File: config.mk
export PLATFORM = sky130hd
export DESIGN_NAME = rpc_supervisor
export DESIGN_NICKNAME = d
export VERILOG_FILES = /design/src/rpc_pkg.sv /design/src/rpc_supervisor.sv
export SDC_FILE = /design/constraint.sdc
export NUM_CORES = 1
export LEC_CHECK = 0
export ABC_CLOCK_PERIOD_IN_PS = 5000
export BUFFER_PORTS_ARGS = -buffer_cell sky130_fd_sc_hd__buf_4
export CAP_MARGIN = 20
export CELL_PAD_IN_SITES_DETAIL_PLACEMENT = 1
export CELL_PAD_IN_SITES_GLOBAL_PLACEMENT = 1
export CORE_ASPECT_RATIO = 1.25
export CORE_UTILIZATION = 40
export CTS_CLUSTER_DIAMETER = 50
export DETAILED_ROUTE_END_ITERATION = 6
export GPL_TIMING_DRIVEN = 0
export PLACE_DENSITY_LB_ADDON = 0.1
export SYNTH_ARGS = -nofsm -noshare
export SYNTH_HDL_FRONTEND = slang
export SYNTH_SLANG_ARGS = --single-unit
File: constraint.sdc
create_clock -name clk -period 5 [get_ports clk]
set_input_delay 1 -clock clk [delete_from_list [all_inputs] [get_ports clk]]
set_output_delay 1 -clock clk [all_outputs]
set_load 0.02 [all_outputs]
File: src/rpc_pkg.sv
/*
  constants for the reset, supply and clock supervisor: register map,
  field positions, reset-cause bits, mode and source codes and timing counts.
  assumes a single 20 MHz system clock.
*/
`default_nettype none
package rpc_pkg;
  // ----------------------------------------
  // register byte addresses
  // ----------------------------------------
  localparam logic [7:0] A_PWR_CTRL = 8'h00;
  localparam logic [7:0] A_PWR_STAT = 8'h04;
  localparam logic [7:0] A_LINE16 = 8'h08;
  localparam logic [7:0] A_RCSR = 8'h0c;
  localparam logic [7:0] A_SWRST = 8'h10;
  localparam logic [7:0] A_CLK = 8'h14;
  // ----------------------------------------
  // field positions
  // ----------------------------------------
  localparam int PC_THR = 0;
  localparam int PC_DEN = 4;
  localparam int PC_MODE = 5;
  localparam int PC_LPRST = 8;
  localparam int PS_FLAG = 0;
  localparam int PS_MODE = 1;
  localparam int L_EN = 0;
  localparam int L_RISE = 1;
  localparam int L_FALL = 2;
  localparam int L_PEND = 3;
  localparam int RC_CLR = 24;
  localparam int SR_REQ = 0;
  localparam int CK_IFO = 0;
  localparam int CK_EFO = 1;
  localparam int CK_PLL = 2;
  localparam int CK_ISO = 3;
  localparam int CK_ESO = 4;
  localparam int CK_EBYP = 5;
  localparam int CK_SBYP = 6;
  localparam int CK_SW = 8;
  localparam int CK_MCO = 10;
  localparam int CK_MALT = 12;
  localparam int CK_RTC = 13;
  localparam int CK_MUL = 16;
  localparam int CK_PSRC = 20;
  localparam int CK_SWS = 24;
  localparam int CK_ERDY = 28;
  localparam int CK_SRDY = 29;
  localparam int CK_PRDY = 30;
  // reset-cause flag bits
  localparam int C_PIN = 0;
  localparam int C_POR = 1;
  localparam int C_SW = 2;
  localparam int C_INDEPENDENT_WATCHDOG = 3;
  localparam int C_WINDOW_WATCHDOG = 4;
  localparam int C_LP = 5;
  // ----------------------------------------
  // codes and modes
  // ----------------------------------------
  typedef enum logic [1:0] {RPC_RUN, RPC_STOP, RPC_STANDBY} rpc_mode_t;
  localparam logic [1:0] MODE_STOP = 2'h1;
  localparam logic [1:0] MODE_STANDBY = 2'h2;
  localparam logic [1:0] SRC_IFO = 2'h0;
  localparam logic [1:0] SRC_EFO = 2'h1;
  localparam logic [1:0] SRC_PLL = 2'h2;
  localparam logic [1:0] MCO_SYS = 2'h0;
  localparam logic [1:0] MCO_IFO = 2'h1;
  localparam logic [1:0] MCO_EFO = 2'h2;
  localparam logic [1:0] MCO_PLL2 = 2'h3;
  // ----------------------------------------
  // timing
  // ----------------------------------------
  localparam int CLK_HZ = 20_000_000;
  localparam int CLK_MHZ = 20;
  localparam int ISO_HZ = 40_000;
  localparam logic [8:0] ISO_DIV = 9'(CLK_HZ / ISO_HZ);
  localparam int RST_HOLD_NS = 200;
  localparam logic [3:0] RST_HOLD = 4'((RST_HOLD_NS * CLK_MHZ + 999) / 1000);
  localparam int PLL_LIMIT_KHZ = 64_000;
  localparam int PLL_MUL_BASE = 2;
endpackage : rpc_pkg
`default_nettype wire

File: src/rpc_supervisor.sv
/*
  reset, supply supervision and clock-source control, one clock domain.
  assumes: comparator and pin inputs are asynchronous, watchdog end-of-count
  pulses come from logic on clk, software uses the plain register port.
*/
// The strobed register port and the placing of the registers were chosen for this implementation.
// What this block does
// (RQ1) regulator on and in run after reset
// (RQ2) run mode: regulator at full power
// (RQ3) stop mode: low power, state kept
// (RQ4) standby: regulator off, state lost
// (RQ5) hold reset while supply below threshold
// (RQ6) 3-bit field selects detector threshold
// (RQ7) detector works only when enabled
// (RQ8) status flag shows supply versus threshold
// (RQ9) detector drives line 16 when enabled
// (RQ10) line 16 fires on chosen edges
// (RQ11) system reset clears all but cause flags
// (RQ12) five events raise a system reset
// (RQ13) distinct readable reset-cause flags
// (RQ14) cause flags stay until software clears
// (RQ15) system clock from three sources
// (RQ16) internal slow clock feeds watchdog, calendar
// (RQ17) external slow clock may feed calendar
// (RQ18) each source switched on/off alone
// (RQ19) internal-fed pll above 64 MHz never used as system clock
// (RQ20) bypass fast clock driven by other party
// (RQ21) bypass slow clock driven by other party
// (RQ22) output mux picks one of four
// (RQ23) output clock only in alternate mode
`timescale 1ns/1ps
`default_nettype none
module rpc_supervisor #(
  parameter int IFO_KHZ = 8000
) (
  // clock and reset
  input wire logic clk,
  input wire logic resetn,
  // register port
  input wire logic [7:0] addr,
  input wire logic [31:0] wdata,
  input wire logic wr,
  input wire logic rd,
  output logic [31:0] rdata,
  // pins and analog monitors
  input wire logic external_reset_pin_n,
  input wire logic por_below,
  input wire logic [7:0] detector_below,
  input wire logic fast_osc_input,
  input wire logic slow_osc_input,
  input wire logic wakeup,
  // watchdog end-of-count pulses
  input wire logic window_watchdog_end,
  input wire logic independent_watchdog_end,
  // reset and regulator
  output logic sys_reset_n,
  output logic regulator_on,
  output logic regulator_low_power,
  output logic line16_irq,
  // clocks
  output logic fast_osc_amp_en,
  output logic slow_osc_amp_en,
  output logic system_tick,
  output logic calendar_tick,
  output logic watchdog_tick,
  output logic clock_output,
  output logic clock_output_oe_n
);
  if (IFO_KHZ < 1 || IFO_KHZ > 1_000_000) begin : g_chk
    $error("IFO_KHZ out of range");
  end

  // ----------------------------------------
  // state
  // ----------------------------------------
  typedef struct packed {
    logic r1, r2, p1, p2, e1, e2, eprev, s1, s2, sprev, w1, w2;
    logic [7:0] c1, c2;
    logic [2:0] thr;
    logic den;
    rpc_pkg::rpc_mode_t mode;
    logic lprst, len, lrise, lfall, pend, dflag, dprev;
    logic [5:0] flags;
    logic [3:0] rcnt;
    logic srst_n, reg_on, reg_lp;
    logic ifo_on, efo_on, pll_on, iso_on, eso_on, ebyp, sbyp;
    logic [1:0] sw, sws, clock_output_mux;
    logic malt, rtc;
    logic [3:0] mul;
    logic psrc, erdy, srdy, phalf;
    logic [8:0] icnt;
    logic mco_out, mco_oe_n, e_amp, s_amp, irq, sys_t, rtc_t, wdg_t;
    logic [31:0] rdata;
  } rpc_state_t;

  rpc_state_t st;
  rpc_state_t nx;
  logic req;

  function automatic logic too_fast(input logic [3:0] mul);
    int f;
    f = (IFO_KHZ / 2) * (int'(mul) + rpc_pkg::PLL_MUL_BASE);
    return f > rpc_pkg::PLL_LIMIT_KHZ;
  endfunction : too_fast

  // register defaults; cause flags and synchronisers are kept
  function automatic rpc_state_t defaults(input rpc_state_t s);
    rpc_state_t d;
    d = '0;
    d.r1 = s.r1; d.r2 = s.r2; d.p1 = s.p1; d.p2 = s.p2;
    d.e1 = s.e1; d.e2 = s.e2; d.eprev = s.eprev;
    d.s1 = s.s1; d.s2 = s.s2; d.sprev = s.sprev;
    d.w1 = s.w1; d.w2 = s.w2; d.c1 = s.c1; d.c2 = s.c2;
    d.flags = s.flags; // RQ11 RQ14
    d.rcnt = s.rcnt;
    d.mode = rpc_pkg::RPC_RUN; // RQ1
    d.reg_on = 1'b1; // RQ1
    d.ifo_on = 1'b1;
    d.sw = rpc_pkg::SRC_IFO;
    d.sws = rpc_pkg::SRC_IFO;
    d.mco_oe_n = 1'b1;
    d.e_amp = 1'b0;
    return d;
  endfunction : defaults

  function automatic rpc_state_t power_on();
    rpc_state_t d;
    d = defaults('0);
    d.r1 = 1'b1;
    d.r2 = 1'b1;
    d.flags[rpc_pkg::C_POR] = 1'b1;
    d.rcnt = rpc_pkg::RST_HOLD;
    return d;
  endfunction : power_on

  // ----------------------------------------
  // next state
  // ----------------------------------------
  always_comb begin
    logic ifo_t, iso_t, efo_t, eso_t, pll_t, sys_t, mco_t, src_rdy;
    logic rose, fell, wake_rst, lp_rst, sw_rst, wr_ok;
    logic [5:0] ev;
    logic [1:0] tgt;
    ifo_t = 1'b0; iso_t = 1'b0; efo_t = 1'b0; eso_t = 1'b0;
    pll_t = 1'b0; sys_t = 1'b0; mco_t = 1'b0; src_rdy = 1'b0;
    rose = 1'b0; fell = 1'b0; wake_rst = 1'b0; lp_rst = 1'b0;
    sw_rst = 1'b0; ev = '0; tgt = '0;
    wr_ok = wr & st.srst_n;
    nx = st;
    // synchronisers: first stage only feeds the second
    nx.r1 = external_reset_pin_n; nx.r2 = st.r1;
    nx.p1 = por_below; nx.p2 = st.p1;
    nx.c1 = detector_below; nx.c2 = st.c1;
    nx.e1 = fast_osc_input; nx.e2 = st.e1; nx.eprev = st.e2;
    nx.s1 = slow_osc_input; nx.s2 = st.s1; nx.sprev = st.s2;
    nx.w1 = wakeup; nx.w2 = st.w1;

    // clock sources, each with its own enable
    ifo_t = st.ifo_on; // RQ18
    efo_t = st.efo_on & st.e2 & ~st.eprev; // RQ18
    eso_t = st.eso_on & st.s2 & ~st.sprev; // RQ18
    iso_t = st.iso_on && st.icnt == rpc_pkg::ISO_DIV - 9'h1;
    nx.icnt = (!st.iso_on || iso_t) ? 9'h0 : st.icnt + 9'h1;
    nx.erdy = st.efo_on & (st.erdy | efo_t);
    nx.srdy = st.eso_on & (st.srdy | eso_t);
    pll_t = st.pll_on & (st.psrc ? efo_t : ifo_t);
    if (pll_t) begin
      nx.phalf = ~st.phalf;
    end
    unique case (st.sws) // RQ15
      rpc_pkg::SRC_EFO: sys_t = efo_t;
      rpc_pkg::SRC_PLL: sys_t = pll_t;
      default: sys_t = ifo_t;
    endcase
    nx.sys_t = sys_t & (st.mode == rpc_pkg::RPC_RUN);
    nx.wdg_t = iso_t; // RQ16
    nx.rtc_t = st.rtc ? eso_t : iso_t; // RQ16 RQ17
    nx.e_amp = st.efo_on & ~st.ebyp;
    nx.s_amp = st.eso_on & ~st.sbyp;

    // switch only to a ready source; pll off internal source capped
    tgt = st.sw;
    unique case (tgt)
      rpc_pkg::SRC_EFO: src_rdy = st.erdy;
      rpc_pkg::SRC_PLL: src_rdy = st.pll_on && (st.psrc ? st.erdy : st.ifo_on)
                                  && (st.psrc || !too_fast(st.mul)); // RQ19
      default: src_rdy = st.ifo_on;
    endcase
    if (src_rdy && tgt != 2'h3) begin
      nx.sws = tgt;
    end

    // clock output mux
    unique case (st.clock_output_mux) // RQ22
      rpc_pkg::MCO_SYS: mco_t = sys_t;
      rpc_pkg::MCO_IFO: mco_t = ifo_t;
      rpc_pkg::MCO_EFO: mco_t = efo_t;
      default: mco_t = pll_t & st.phalf;
    endcase
    nx.mco_oe_n = ~st.malt; // RQ23
    nx.mco_out = st.malt & (mco_t ? ~st.mco_out : st.mco_out); // RQ23

    // supply voltage detector and line 16
    nx.dflag = st.den & st.c2[st.thr]; // RQ6 RQ7 RQ8
    nx.dprev = st.dflag;
    rose = st.dflag & ~st.dprev;
    fell = ~st.dflag & st.dprev;

    // register writes
    if (wr_ok) begin
      unique case (addr)
        rpc_pkg::A_PWR_CTRL: begin
          nx.thr = wdata[rpc_pkg::PC_THR +: 3]; // RQ6
          nx.den = wdata[rpc_pkg::PC_DEN]; // RQ7
          nx.lprst = wdata[rpc_pkg::PC_LPRST];
          if (st.mode == rpc_pkg::RPC_RUN) begin
            if (wdata[rpc_pkg::PC_MODE +: 2] == rpc_pkg::MODE_STOP) begin
              lp_rst = wdata[rpc_pkg::PC_LPRST];
              nx.mode = rpc_pkg::RPC_STOP;
              nx.reg_lp = 1'b1; // RQ3
            end else if (wdata[rpc_pkg::PC_MODE +: 2] == rpc_pkg::MODE_STANDBY) begin
              lp_rst = wdata[rpc_pkg::PC_LPRST];
              nx.mode = rpc_pkg::RPC_STANDBY;
              nx.reg_on = 1'b0; // RQ4
            end
          end
        end
        rpc_pkg::A_LINE16: begin
          nx.len = wdata[rpc_pkg::L_EN];
          nx.lrise = wdata[rpc_pkg::L_RISE];
          nx.lfall = wdata[rpc_pkg::L_FALL];
          if (wdata[rpc_pkg::L_PEND]) begin
            nx.pend = 1'b0;
          end
        end
        rpc_pkg::A_RCSR: begin
          if (wdata[rpc_pkg::RC_CLR]) begin
            nx.flags = '0;
          end
        end
        rpc_pkg::A_SWRST: sw_rst = wdata[rpc_pkg::SR_REQ];
        rpc_pkg::A_CLK: begin
          // the source in use cannot be stopped
          nx.ifo_on = wdata[rpc_pkg::CK_IFO] | (nx.sws == rpc_pkg::SRC_IFO)
                      | (nx.sws == rpc_pkg::SRC_PLL && !st.psrc); // RQ18
          nx.efo_on = wdata[rpc_pkg::CK_EFO] | (nx.sws == rpc_pkg::SRC_EFO)
                      | (nx.sws == rpc_pkg::SRC_PLL && st.psrc);
          nx.pll_on = wdata[rpc_pkg::CK_PLL] | (nx.sws == rpc_pkg::SRC_PLL);
          nx.iso_on = wdata[rpc_pkg::CK_ISO];
          nx.eso_on = wdata[rpc_pkg::CK_ESO];
          nx.ebyp = wdata[rpc_pkg::CK_EBYP];
          nx.sbyp = wdata[rpc_pkg::CK_SBYP];
          nx.sw = wdata[rpc_pkg::CK_SW +: 2];
          nx.clock_output_mux = wdata[rpc_pkg::CK_MCO +: 2];
          nx.malt = wdata[rpc_pkg::CK_MALT];
          nx.rtc = wdata[rpc_pkg::CK_RTC];
          if (nx.sws != rpc_pkg::SRC_PLL) begin // RQ19
            nx.mul = wdata[rpc_pkg::CK_MUL +: 4];
            nx.psrc = wdata[rpc_pkg::CK_PSRC];
          end
        end
        default: ;
      endcase
    end
    // a detector edge in the clearing cycle wins
    if (st.len && ((st.lrise && rose) || (st.lfall && fell))) begin // RQ10
      nx.pend = 1'b1;
    end
    if (!nx.len) begin
      nx.pend = 1'b0; // RQ9
    end
    nx.irq = nx.pend; // RQ9

    // low-power wakeup
    if (st.mode == rpc_pkg::RPC_STOP && st.w2) begin
      nx.mode = rpc_pkg::RPC_RUN; // RQ2
      nx.reg_lp = 1'b0;
    end
    wake_rst = st.mode == rpc_pkg::RPC_STANDBY && st.w2; // RQ4

    // reset sources and cause flags, set wins over clear
    ev[rpc_pkg::C_PIN] = ~st.r2; // RQ12
    ev[rpc_pkg::C_POR] = st.p2; // RQ5
    ev[rpc_pkg::C_SW] = sw_rst; // RQ12
    ev[rpc_pkg::C_INDEPENDENT_WATCHDOG] = independent_watchdog_end; // RQ12
    ev[rpc_pkg::C_WINDOW_WATCHDOG] = window_watchdog_end; // RQ12
    ev[rpc_pkg::C_LP] = lp_rst; // RQ12
    nx.flags = nx.flags | ev; // RQ13 RQ14
    req = (|ev) | wake_rst;

    // read data, valid the cycle after the strobe only
    nx.rdata = '0;
    if (rd) begin
      unique case (addr)
        rpc_pkg::A_PWR_CTRL: nx.rdata = {23'h0, st.lprst, 3'h0, st.den, 1'b0, st.thr};
        rpc_pkg::A_PWR_STAT: nx.rdata = {29'h0, st.mode, st.dflag}; // RQ8
        rpc_pkg::A_LINE16: nx.rdata = {28'h0, st.pend, st.lfall, st.lrise, st.len};
        rpc_pkg::A_RCSR: nx.rdata = {26'h0, st.flags}; // RQ13
        rpc_pkg::A_CLK: nx.rdata = {1'b0, st.pll_on && (st.psrc ? st.erdy : st.ifo_on),
                                    st.srdy, st.erdy, 2'h0, st.sws, 3'h0, st.psrc,
                                    st.mul, 2'h0, st.rtc, st.malt, st.clock_output_mux, st.sw,
                                    1'b0, st.sbyp, st.ebyp, st.eso_on, st.iso_on,
                                    st.pll_on, st.efo_on, st.ifo_on};
        default: nx.rdata = '0;
      endcase
    end

    // system reset: registers back to defaults, flags kept
    if (req) begin
      nx = defaults(nx); // RQ11
      nx.rcnt = rpc_pkg::RST_HOLD; // RQ5
    end else if (st.rcnt != 4'h0) begin
      nx.rcnt = st.rcnt - 4'h1;
    end
    nx.srst_n = ~req && nx.rcnt == 4'h0; // RQ5 RQ12
  end

  always_ff @(posedge clk or negedge resetn) begin
    if (!resetn) begin
      st <= power_on();
    end else begin
      st <= nx;
    end
  end

  // ----------------------------------------
  // outputs
  // ----------------------------------------
  assign rdata = st.rdata;
  assign sys_reset_n = st.srst_n;
  assign regulator_on = st.reg_on;
  assign regulator_low_power = st.reg_lp;
  assign line16_irq = st.irq;
  assign fast_osc_amp_en = st.e_amp;
  assign slow_osc_amp_en = st.s_amp;
  assign system_tick = st.sys_t;
  assign calendar_tick = st.rtc_t;
  assign watchdog_tick = st.wdg_t;
  assign clock_output = st.mco_out;
  assign clock_output_oe_n = st.mco_oe_n;
endmodule : rpc_supervisor
`default_nettype wire

* Yosys cells after proc, flatten, opt, wreduce, memory -nomap -nowiden
Cells that the tools add are included.
Cells by class: $lt $le $gt $ge 2, bitwise logic cells 36, reductions and logical operators 45, add/subtract/negate cells 3, multipliers 1, divide/modulo/power cells 0, eq/ne operators 21, shifts and indexed selects 0, multiplexer cells 49
Operators by type and width (number):
- 31-bit case mux with 5 select lines | 1
- 74-bit 2-to-1 mux | 1
- 9-bit 2-to-1 mux | 4
- 31-bit 2-to-1 mux | 1
- 11-bit 2-to-1 mux | 2
- 1-bit 2-to-1 mux | 20
- 19-bit 2-to-1 mux | 1
- 6-bit 2-to-1 mux | 3
- 17-bit by 16-bit greater-than comparator with 1-bit output (second input constant) | 1
- 1-bit bitwise AND | 16
- 8-bit by 4-bit == test with 1-bit output (second input constant) | 2
- 8-bit by 5-bit == test with 1-bit output (second input constant) | 2
- 2-bit nonzero test | 8
- 2-bit 2-to-1 mux | 7
- 2-bit by 1-bit == test with 1-bit output (second input constant) | 6
- 2-bit == test (second input constant) | 6
- 1-bit logical AND | 12
- 7-bit by 5-bit multiplier with 12-bit output (first input constant) | 1
- 4-bit 2-to-1 mux | 3
- 3-bit nonzero test | 4
- 1-bit inverter | 11
- 9-bit by 1-bit adder with 9-bit output (second input constant) | 1
- 9-bit == test (second input constant) | 1
- 8-bit by 3-bit == test with 1-bit output (second input constant) | 1
- 22 further kinds | 42
Word-level totals: output and inout bits 43, latch bits 0, memories 0, flip-flop bits (word level) 126, ROM bits 0, bits in writable memories 0

* Longest topological paths before layout
Gate-level depths: netlist (run 1).
depth in word-level cells 16, mapped depth 17, gate-level depth less buffers 16

* Worst setup path before layout (run 1)
No wires, ideal clock.
path kind reg-to-reg, from register st[54] (netlist bit), to register st[52] (netlist bit), cell stages (with the launch flop) 17, required time 4921 ps, arrival time 5041 ps, library setup time 79 ps, path slack -120 ps, path through dfrtp_1 > ha_1 > xor2_1 > fa_1 > inv_1 > fa_1 > fa_1 > inv_1 > ha_1 > a21o_1 > o21a_1 > o31a_1 > or4_1 > buf_2 > or4_4 > nand3b_4 > mux2i_1
Between the ends: longest elaborated chain between the ends 12
RTL lines:
- from (decl) | line rpc_supervisor.sv:96 | rpc_state_t st;
- from (signal assigned) | line rpc_supervisor.sv:320 | st <= power_on();
- from (signal assigned) | line rpc_supervisor.sv:322 | st <= nx;
- 4-bit by 2-bit adder with 5-bit output | line rpc_supervisor.sv:102 | f = (IFO_KHZ / 2) * (int'(mul) + rpc_pkg::PLL_MUL_BASE);
- 7-bit by 5-bit multiplier with 12-bit output | line rpc_supervisor.sv:102
- 17-bit by 16-bit greater-than comparator with 1-bit output | line rpc_supervisor.sv:103 | return f > rpc_pkg::PLL_LIMIT_KHZ;
- 1-bit logical NOT | line rpc_supervisor.sv:186 | && (st.psrc || !too_fast(st.mul));
- 1-bit logical OR | line rpc_supervisor.sv:186
- 1-bit logical AND | line rpc_supervisor.sv:186
- 1-bit case mux with 2 select lines | line rpc_supervisor.sv:183 | unique case (tgt)
- 1-bit logical AND | line rpc_supervisor.sv:189 | if (src_rdy && tgt != 2'h3) begin
- 2-bit 2-to-1 mux | line rpc_supervisor.sv:189
- 2-bit != test | line rpc_supervisor.sv:257 | if (nx.sws != rpc_pkg::SRC_PLL) begin
- 2-bit nonzero test (no source line)
- 3-bit AND reduction (no source line)
No other way between the ends. A chain may end at the register's enable or synchronous reset.

* Worst setup path in the final report (run 1)
from register st[54] (netlist bit), to register st[54] (netlist bit)
Same word-level chain as after synthesis.

==> results of run 1 <==
## kinds of logic (layout without fill, tap and decap cells)
logic type / Yosys count / count (layout) / share of synthesized area (%)
buf+inv: 78 / 199 / 6.96
fa+ha+maj: 41 / 41 / 9.88
mux: 22 / 22 / 4.90
other cells: 1 / 9 / 0.0630
compound gates: 78 / 78 / 8.22
simple gates: 217 / 217 / 18.3
flops: 116 / 116 / 48.9
xor+xnor: 19 / 19 / 2.80
## worst max path at each step
stage | from | endpoint | slack (ns) | cells after the start
4_1_cts | st[54] | st[54] | 0.004 | 16
2_1_floorplan | st[54] | st[54] | 0.03 | 17
3_3_place_gp | st[54] | st[54] | -0.40 | 17
5_1_grt | st[54] | st[54] | 0.0006 | 15
3_5_place_dp | st[54] | st[54] | -0.55 | 17
6_report | st[54] | st[54] | 0.14 | 15
## power by group
group	internal [mW]	switching (mW)
clock	0.883	0.419
sequential	0.953	0.00473
combinational	0.0388	0.0522
total	1.88	0.476
## final cells by class
type / count / area share (%)
tap: 178 / 2.92
buffer: 45 / 3.80
clock inverter: 9 / 1.96
sequential: 116 / 38.3
multi-input combinational: 386 / 35.8
inverter: 32 / 1.64
timing repair buffer: 90 / 9.23
clock buffer: 23 / 6.41
## stage by stage
step | std cells | area (um2) | hold WS [ns]
final | 879 | 7610 | 0.347
after global routing | 879 | 7610 | 0.351
after CTS | 877 | 7600 | 0.349
after detailed placement | 836 | 6820 | 0.336
after global placement | 835 | 6790 | 0.332
after floorplan | 580 | 5990 | 0.331
## registers in the layout, indices dropped and copies added, names as in the netlist
signal / cells
calendar_tick: 1
clock_output: 1
clock_output_oe_n: 1
fast_osc_amp_en: 1
line16_irq: 1
rdata: 23
regulator_low_power: 1
regulator_on: 1
slow_osc_amp_en: 1
st: 82
sys_reset_n: 1
system_tick: 1
watchdog_tick: 1
## layout by cell type (no fill, tap or decap), types with 3 or more instances in the layout
master	netlist	layout
a21o_1	6	6
a21oi_1	34	34
a22oi_1	3	3
a31oi_1	3	3
a32oi_1	3	3
and2_1	17	17
and3_1	6	6
buf_4	32	119
bufinv_16	0	4
clkbuf_1	13	15
clkbuf_16	0	17
clkbuf_8	0	4
clkinv_2	0	4
conb_1	1	9
dfrtp_1	109	107
dfstp_2	7	7
fa_1	10	10
ha_1	31	28
ha_4	0	3
inv_1	32	27
inv_2	0	3
mux2_2	3	3
mux2i_1	13	12
mux4_2	5	5
nand2_1	63	63
nand2b_1	5	5
nand3_1	15	14
nand3b_1	7	7
nand4_1	3	3
nor2_1	60	60
nor2b_1	8	8
nor3_1	7	7
nor4_1	5	5
o211ai_1	3	3
o21a_1	4	4
o21ai_0	10	10
xnor2_1	11	11
xor2_1	8	7
## cells in the mapped netlist, types with 2 or more instances
master / n / share of area (%)
dfrtp_1: 109 / 46
nand2_1: 63 / 4.0
nor2_1: 60 / 3.8
a21oi_1: 34 / 2.9
buf_4: 32 / 4.0
inv_1: 32 / 2.0
ha_1: 31 / 6.5
and2_1: 17 / 1.8
nand3_1: 15 / 1.3
clkbuf_1: 13 / 0.82
mux2i_1: 13 / 2.2
xnor2_1: 11 / 1.6
fa_1: 10 / 3.4
o21ai_0: 10 / 0.84
nor2b_1: 8 / 0.84
xor2_1: 8 / 1.2
dfstp_2: 7 / 3.1
nand3b_1: 7 / 0.88
nor3_1: 7 / 0.59
a21o_1: 6 / 0.76
and3_1: 6 / 0.63
mux4_2: 5 / 1.9
nand2b_1: 5 / 0.53
nor4_1: 5 / 0.53
o21a_1: 4 / 0.50
a22oi_1: 3 / 0.38
a31oi_1: 3 / 0.32
a32oi_1: 3 / 0.44
mux2_2: 3 / 0.57
nand4_1: 3 / 0.32
o211ai_1: 3 / 0.38
or4_1: 3 / 0.38
and3b_1: 2 / 0.29
nor3_2: 2 / 0.34
nor3b_1: 2 / 0.25
nor4b_1: 2 / 0.29
o31a_1: 2 / 0.29
o31ai_1: 2 / 0.25
or2_2: 2 / 0.21
or3_1: 2 / 0.21
## per-layer routing
metal / up-vias / global-route usage, %
met4: 0 / 7.68
met2: 86 / 41.5
met3: 19 / 5.13
met1: 2301 / 25.5
met5: - / 0
li1: 2134 / -
## timing repair
item,CTS,global route
endpoints found under the setup margin,10,6
pin swaps,5,7
gates cloned,0,0
setup buffers,9,3
resized for setup,19,1
==> metrics.cfg, run 1 <==
[synth]
synth_edf_count = 0
synth_seq_cells = 116
synth_area_um2 = 5950
post_synth.cell_area_avg_um2 = 10.4
synthCells = 572
ys_seq_area_share_pct = 48.9
ys.flop_type = dfrtp_1
synthArstFlopShare_pct = 100
synth.distinct_cells = 57
yosysWarnings = 0

[timing]
fmax_mhz = 206
setup_tns_ns = 0
slew_headroom_pct = 48.2
finClkSkew_ns = 0.00995
finalCriticalPeriod_ns = 4.86
maxSlewViolCount = 0
final_hold_viol_count = 0
fin_crit_sh_pct = 97.1
setup_slack_ns = 0.145
setup_violations = 0
worst_pin_slew_ns = 0.773
rsz0062_at_grt = false

[drt]
dr.first_iter.drc_count = 226
dr.max_layer_used = met4
dr.pass1.iters = 7
route.met3.wl_um = 500
avgViaCountPerCell = 5.16
wirelength_mm = 15.8
ant_nets = 0
wl_met1_mm = 6.35
drc_errors = 12
wl_met2_mm = 8.74
vias = 4540
wl_per_cell_um = 18.0

[setup_path]
cp-end-kind = register
r2r_start = st[54]
required_ns = 5.33
arrival_ns = 5.18
worst_setup_path_start_kind = register
rrSetupSlack_ns = 0.14
worst_path_largest_cell_delay_ns = 0.56
r2r-end = st[54]
reg2reg_depth = 15
path_cells = ha_4 -> xor2_4 -> fa_1 -> inv_2 -> buf_4 -> fa_1 -> ha_1 -> ha_1 -> a21o_1 -> o21a_1 -> o31a_1 -> or4_4 -> or4_4 -> nand3b_4 -> mux2i_2
critPathKind = register to register
crit_path_max_fanout = 6
slowest_stage = fa_1
path_buf_inv = 2
crit_family = adder cells

[floorplan]
die-width_um = 111
pin_count = 102
core_area_um2 = 14500
die-area_um2 = 15400
start_util_pct = 41.1
die_h_um = 138
rows = 49

[finish]
layout-drive-gt1-share_pct = 27.1
regArea_um2 = 2910
area_delta_synth_final_pct = 28.0
multi_input_area_um2 = 2720
diodes = 0
fin_nets = 788
fin_util_pct = 52.6
fillerInstances = 1607

[worst_hold_path]
min_to = st[104]
min_from = st[112]
min_path_cells = 0
min_path_type = register to register

[clock_network]
cts.sinks = 116
clock_path_buffers = 2
cts_tree = yes
htree_levels = 4
cts_root_buffer = clkbuf_16
clock_latency_ns = 0.42
cts_buffers = 17
clk_pin_slew_ns = 0.05
cts_hold_buf = 0

[global_routing]
grt_start_max_net_pins = 80
grt_first_pass_wirelength_mm = 26.2
grt_pass1_vias = 5044
overflow = 0
grt_antenna_before_repair = 0
groute.usage.overall_pct = 22.5

[run_status]
outcome = complete, but fails checks
violations = design-rule violations

[placed_design]
dp_hpwl_mm = 11.5
post-place-ws_ns = -0.551
port_buffers = 77
place.gp.congestion = 0.835

[pwr]
power_leakage_nw = 3.58
power_mw = 2.35
ir_drop_mv = 0.270
power_density_nw_per_um2 = 309

[flow_run]
drv_cap = 0

Power figures use the tool's default switching activity.
==> inputs of run 2 (changes only) <==
--- a/config.mk
+++ b/config.mk
@@ -10,7 +10,6 @@
 export CAP_MARGIN = 20
 export CELL_PAD_IN_SITES_DETAIL_PLACEMENT = 1
 export CELL_PAD_IN_SITES_GLOBAL_PLACEMENT = 1
-export CORE_ASPECT_RATIO = 1.25
 export CORE_UTILIZATION = 40
 export CTS_CLUSTER_DIAMETER = 50
 export DETAILED_ROUTE_END_ITERATION = 6
==> run 2 against run 1 <==
Effect of this change:
- the run now ends clean
- global-route usage grew 0.072 points
- clock power barely moved
- clock-buffer cell count is 4 lower
- final cell count grew 0.91%
- critical path type unchanged
- largest cell class unchanged
==> metrics.cfg, run 2 (synthesis results as in run 1) <==
[run_status]
outcome = completed

[setup_path]
critPathKind = register to register
crit_path_max_fanout = 6
slowest_stage = or4_4
required_ns = 5.34
arrival_ns = 5.24
cp-end-kind = register
worst_setup_path_start_kind = register
path_cells = ha_4 -> xor2_2 -> fa_1 -> inv_2 -> buf_4 -> fa_1 -> ha_1 -> ha_4 -> a21o_1 -> o21a_1 -> o31a_1 -> or4_4 -> or4_4 -> nand3b_4 -> mux2i_1
r2r_start = st[55]
critPathLaunch = st[55]
worst_path_largest_cell_delay_ns = 0.58

[global_routing]
grt_antenna_before_repair = 0
grt_first_pass_wirelength_mm = 25.4
grt_pass1_vias = 4798
grt_start_max_net_pins = 99
overflow = 0
groute.usage.overall_pct = 22.6

[timing]
fmax_mhz = 204
maxSlewViolCount = 0
fin_crit_sh_pct = 98.1
setup_tns_ns = 0
worst_pin_slew_ns = 0.708
worst_hold_slack_ns = 0.347
finClkSkew_ns = 0.00950
setup_slack_ns = 0.0974
slew_headroom_pct = 52.8
finalCriticalPeriod_ns = 4.90
final_hold_viol_count = 0
setup_violations = 0

[clock_network]
cts_tree = yes
cts_root_buffer = clkbuf_16
htree_levels = 4
cts_buffers = 17
clock_latency_ns = 0.42
cts_hold_buf = 0
cts.sinks = 116
clock_path_buffers = 2
clk_pin_slew_ns = 0.05

[floorplan]
start_util_pct = 40.9
rows = 44
die_h_um = 124
core_area_um2 = 14500
die-width_um = 124
pin_count = 102
die-area_um2 = 15400

[finish]
fin_cells = 887
diodes = 0
layout-drive-gt1-share_pct = 27.3
area_delta_synth_final_pct = 28.2
fillerInstances = 1599
final_cell_mix = 122 x buf_4, 107 x dfrtp_1, 63 x nand2_1
fin_util_pct = 52.5
largest_reg_flops = 82
max_flop_register = st
fin_area_um2 = 7630
fin_nets = 790
layout_commonest_cell = buf_4

[worst_hold_path]
min_path_type = register to register
min_from = st[110]

[drt]
ant_nets = 0
wl_per_cell_um = 17.7
dr.pass1.iters = 4
vias = 4552
wirelength_mm = 15.7
dr.first_iter.drc_count = 166
drc_errors = 0
avgViaCountPerCell = 5.13

[pwr]
ir_drop_mv = 0.282
power_leakage_nw = 3.58
power_density_nw_per_um2 = 310
power_mw = 2.36

[placed_design]
placed_area_um2 = 6830
place_inst = 842
port_buffers = 77
dp_hpwl_mm = 11.1
place.gp.congestion = 0.838
post-place-ws_ns = -0.497

[flow_run]
drv_cap = 0

-- run 2: cell count changes in the layout (fill, tap and decap cells not counted), sizes merged --
cell,change
clkinvlp,+3
clkinv,-3
buf,+2
clkbuf,-4
inv,+4
-- run 2: final cells by class --
cell class	count	area [um2]	area share, %
Tap cell	184	230	3.02
Sequential cell	116	2910	38.2
Clock inverter	13	195	2.56
Buffer	45	289	3.79
Timing Repair Buffer	92	714	9.36
Multi-Input combinational cell	386	2720	35.7
Inverter	32	123	1.61
Clock buffer	19	443	5.81
-- run 2: repair_timing --
| item | 4_1_cts | 5_1_grt |
|---|---|---|
| pin swaps | 3 | 5 |
| resized for setup | 13 | 3 |
| buffers inserted | 6 | 8 |
| setup endpoints to repair | 10 | 9 |
-- run 2: power by group --
part           internal (mW)  leakage (nW)  switching, mW  total [mW]
registers              0.953          1.52        0.00423       0.957
clock network          0.854         0.301          0.462        1.32
logic                 0.0388          1.76         0.0515      0.0902
-- run 2: path summary, 6_finish.rpt --
path / to / slack, ns / cells after the start
setup reg to reg: st[55] / 0.1 / 15
max in group asynchronous: st[124] / 3.82 / 2
setup / recovery: st[55] / 0.1 / 15
hold / removal: st[102] / 0.35 / 0
min in group asynchronous: st[54] / 0.42 / 1
hold reg to reg: st[102] / 0.35 / 0
-- run 2: routing by layer --
metal	vias to the layer above	GRT usage, %	share of wire, %
met3	27	5.22	4.3
li1	2139	-	-
met4	0	9.90	2.5
met1	2296	28.1	42
met2	90	37.5	51
met5	-	0	0
-- run 2: worst max-delay path, delay by kind of cell, from the launching register on --
kind,cells,cell delay (ns)
AO/OA/AOI/OAI,3,0.66
XOR/XNOR,1,0.19
adder cells (fa/ha/maj),5,1.80
buffers and inverters,2,0.20
flip-flops,1,0.46
multiplexers,1,0.21
AND/OR/NAND/NOR,3,1.29
==> inputs of run 3 (changes only) <==
--- a/config.mk
+++ b/config.mk
@@ -5,12 +5,13 @@
 export SDC_FILE = /design/constraint.sdc
 export NUM_CORES = 1
 export LEC_CHECK = 0
+export ABC_AREA = 1
 export ABC_CLOCK_PERIOD_IN_PS = 5000
 export BUFFER_PORTS_ARGS = -buffer_cell sky130_fd_sc_hd__buf_4
 export CAP_MARGIN = 20
 export CELL_PAD_IN_SITES_DETAIL_PLACEMENT = 1
 export CELL_PAD_IN_SITES_GLOBAL_PLACEMENT = 1
-export CORE_UTILIZATION = 40
+export CORE_UTILIZATION = 39
 export CTS_CLUSTER_DIAMETER = 50
 export DETAILED_ROUTE_END_ITERATION = 6
 export GPL_TIMING_DRIVEN = 0
==> run 3 against run 2 <==
Effect of this change:
- the run now ends with design-rule violations left
- routed wire length down 1.5%
- clock skew up 0.0013 ns
- flip-flop and latch count unchanged
- cell area down 2.4%
- clock-buffer cell count down 1
- register-to-register slack better by 0.19 ns
- synthesized cell count up 11%
==> metrics.cfg, run 3 <==
[run_status]
outcome = complete, but fails checks
violations = design-rule violations

[placed_design]
port_buffers = 79
dp_hpwl_mm = 11.5
post-place-ws_ns = -0.651
place.gp.congestion = 0.881

[synth]
synthSimpleGateAreaFrac_pct = 20.3
ys.flop_type = dfrtp_1
synth_edf_count = 0
synth_commonest_cells = 123 x nand2_1, 109 x dfrtp_1, 92 x inv_1
synthCells = 633
synth.distinct_cells = 46
synth_most_common_cell = nand2_1
ys_seq_area_share_pct = 49.6
synth_compound_area_share_pct = 7.28
synth_top_cell_by_area = dfrtp_1
yosys.area.top_type_share_pct = 46.4
synth_seq_cells = 116
synth_top_family_by_area = simple AND/OR/NAND/NOR gates
synth-xor-area-share_pct = 1.34
synthAdderAreaFrac_pct = 10.0
synthArstFlopShare_pct = 100
yosysWarnings = 0
synth.area.mux_share_pct = 0.511
synth_area_um2 = 5880
synth.area.top_cells = dfrtp_1 46%, nand2_1 7.9%, ha_1 6.6%
post_synth.cell_area_avg_um2 = 9.28

[pwr]
power_leakage_nw = 3.75
power_mw = 2.21
ir_drop_mv = 0.283
power_density_nw_per_um2 = 296

[finish]
diodes = 0
fin_nets = 849
area_delta_synth_final_pct = 26.8
final_cell_mix = 123 x nand2_1, 121 x buf_4, 108 x dfrtp_1
layout-drive-gt1-share_pct = 26.4
max_flop_register = st
layout_commonest_cell = nand2_1
fillerInstances = 1658
largest_reg_flops = 82

[clock_network]
htree_levels = 4
cts_buffers = 17
clock_latency_ns = 0.42
clk_pin_slew_ns = 0.06
cts_tree = yes
cts.sinks = 116
cts_root_buffer = clkbuf_16
cts_hold_buf = 0
clock_path_buffers = 2

[floorplan]
die-area_um2 = 15600
die-width_um = 125
core_area_um2 = 14600
die_h_um = 125
start_util_pct = 40.1
rows = 44
pin_count = 102

[setup_path]
path_buf_inv = 4
critPathKind = register to register
crit_cells = 26
worst_setup_path_start_kind = register
crit_path_max_fanout = 5
crit_path_frequent_cell = nand2_1
arrival_ns = 5.07
crit_family = adder cells
required_ns = 5.36
cp-end-kind = register
slowest_stage = fa_1
worst_path_largest_cell_delay_ns = 0.53
reg2reg_depth = 26

[timing]
finalCriticalPeriod_ns = 4.71
slew_headroom_pct = 64.1
worst_pin_slew_ns = 0.534
setup_violations = 0
finClkSkew_ns = 0.0108
setup_slack_ns = 0.289
fin_crit_sh_pct = 94.2
maxSlewViolCount = 0
fmax_mhz = 212
final_hold_viol_count = 0

[drt]
dr.pass1.iters = 6
drc_errors = 12
wirelength_mm = 15.4
vias = 4584
dr.first_iter.drc_count = 235
avgViaCountPerCell = 4.85
wl_per_cell_um = 16.3
ant_nets = 0

[worst_hold_path]
min_path_type = register to register
min_path_cells = 0

[global_routing]
grt_antenna_before_repair = 0
overflow = 0
gr-max-usage-layer = met2
grt_first_pass_wirelength_mm = 25.2
use_met1_pct = 27.5
groute.usage.overall_pct = 21.3
grtUsageMet2_pct = 35.1
grt_use_met3_pct = 4.68
grt_start_max_net_pins = 88
grt_pass1_vias = 4908

[flow_run]
drv_cap = 0

==> run 3: layout make-up <==
type | count | area [um2] | share of cell area [%]
repair buffers | 89 | 692 | 9.29
plain buffers | 37 | 269 | 3.61
clock buffers | 18 | 439 | 5.90
multi-input cells | 389 | 2400 | 32.2
inverters | 99 | 378 | 5.07
well taps | 184 | 230 | 3.09
flip-flops and latches | 116 | 2910 | 39.1
clock inverters | 14 | 130 | 1.75
==> run 3: metal layers <==
layer / wire length [um] / vias up / share of wire, %
met5: 0 / - / 0
met4: 191 / 0 / 1.2
met3: 842 / 17 / 5.5
met2: 7470 / 102 / 48
met1: 6930 / 2257 / 45
li1: - / 2208 / -
==> run 3: through the flow <==
step	setup TNS [ns]	area, um2	hold WS, ns	util [%]	std cells
floorplan	0	5910	0.331	-	641
global placement	-3.15	6730	0.332	46.0	904
detailed placement	-4.99	6760	0.336	46.2	905
CTS	0	7370	0.349	50.3	939
global route	-0.135	7450	0.354	50.9	946
finish	0	7450	0.346	50.9	946
==> run 3: kinds of logic after synthesis <==
logic type               Yosys count
multiplexers                       3
AND/OR/NAND/NOR                  258
buffers and inverters            136
AO/OA/AOI/OAI                     69
adder cells (fa/ha/maj)           41
flip-flops                       116
other                              1
XOR/XNOR                           9
==> run 3: what timing repair did <==
item                       in CTS  in global routing
pin swaps                       0                  2
gates resized for setup         6                  6
setup endpoints to repair      10                  8
buffers inserted                2                  7
==> run 3: worst reg2reg max path, stage by stage (launching register included) <==
cell and delay (ns):
dfrtp_2 0.41, clkinvlp_4 0.13, buf_4 0.16, nor3_4 0.29, fa_1 0.49, inv_2 0.12, fa_1 0.48, fa_1 0.53
inv_1 0.05, ha_1 0.35, a21oi_2 0.17, nand2_1 0.10, nand2_1 0.08, nand3_1 0.06, nor2_1 0.11, nand2_1 0.08
nand2_1 0.08, nand2_1 0.06, nand2_2 0.08, nand2_4 0.07, nand2_4 0.10, nand2_2 0.07, nand2_4 0.10, nand2_4 0.07
o21ai_4 0.26, nand2_1 0.09, nand2_1 0.07
==> run 3: worst paths after layout <==
check                        start       to  slack, ns
max                         st[54]   st[53]       0.29
min                        st[121]  st[120]       0.35
max reg2reg                 st[54]   st[53]       0.29
min reg2reg                st[121]  st[120]       0.35
max in group asynchronous   resetn   st[77]       3.78
min in group asynchronous   resetn   st[56]       0.45
==> run 3: report_power, final <==
group	switching (mW)	leakage [nW]	internal (mW)
clock	0.462	0.277	0.700
sequential	0.00453	1.52	0.953
combinational	0.0527	1.95	0.0362
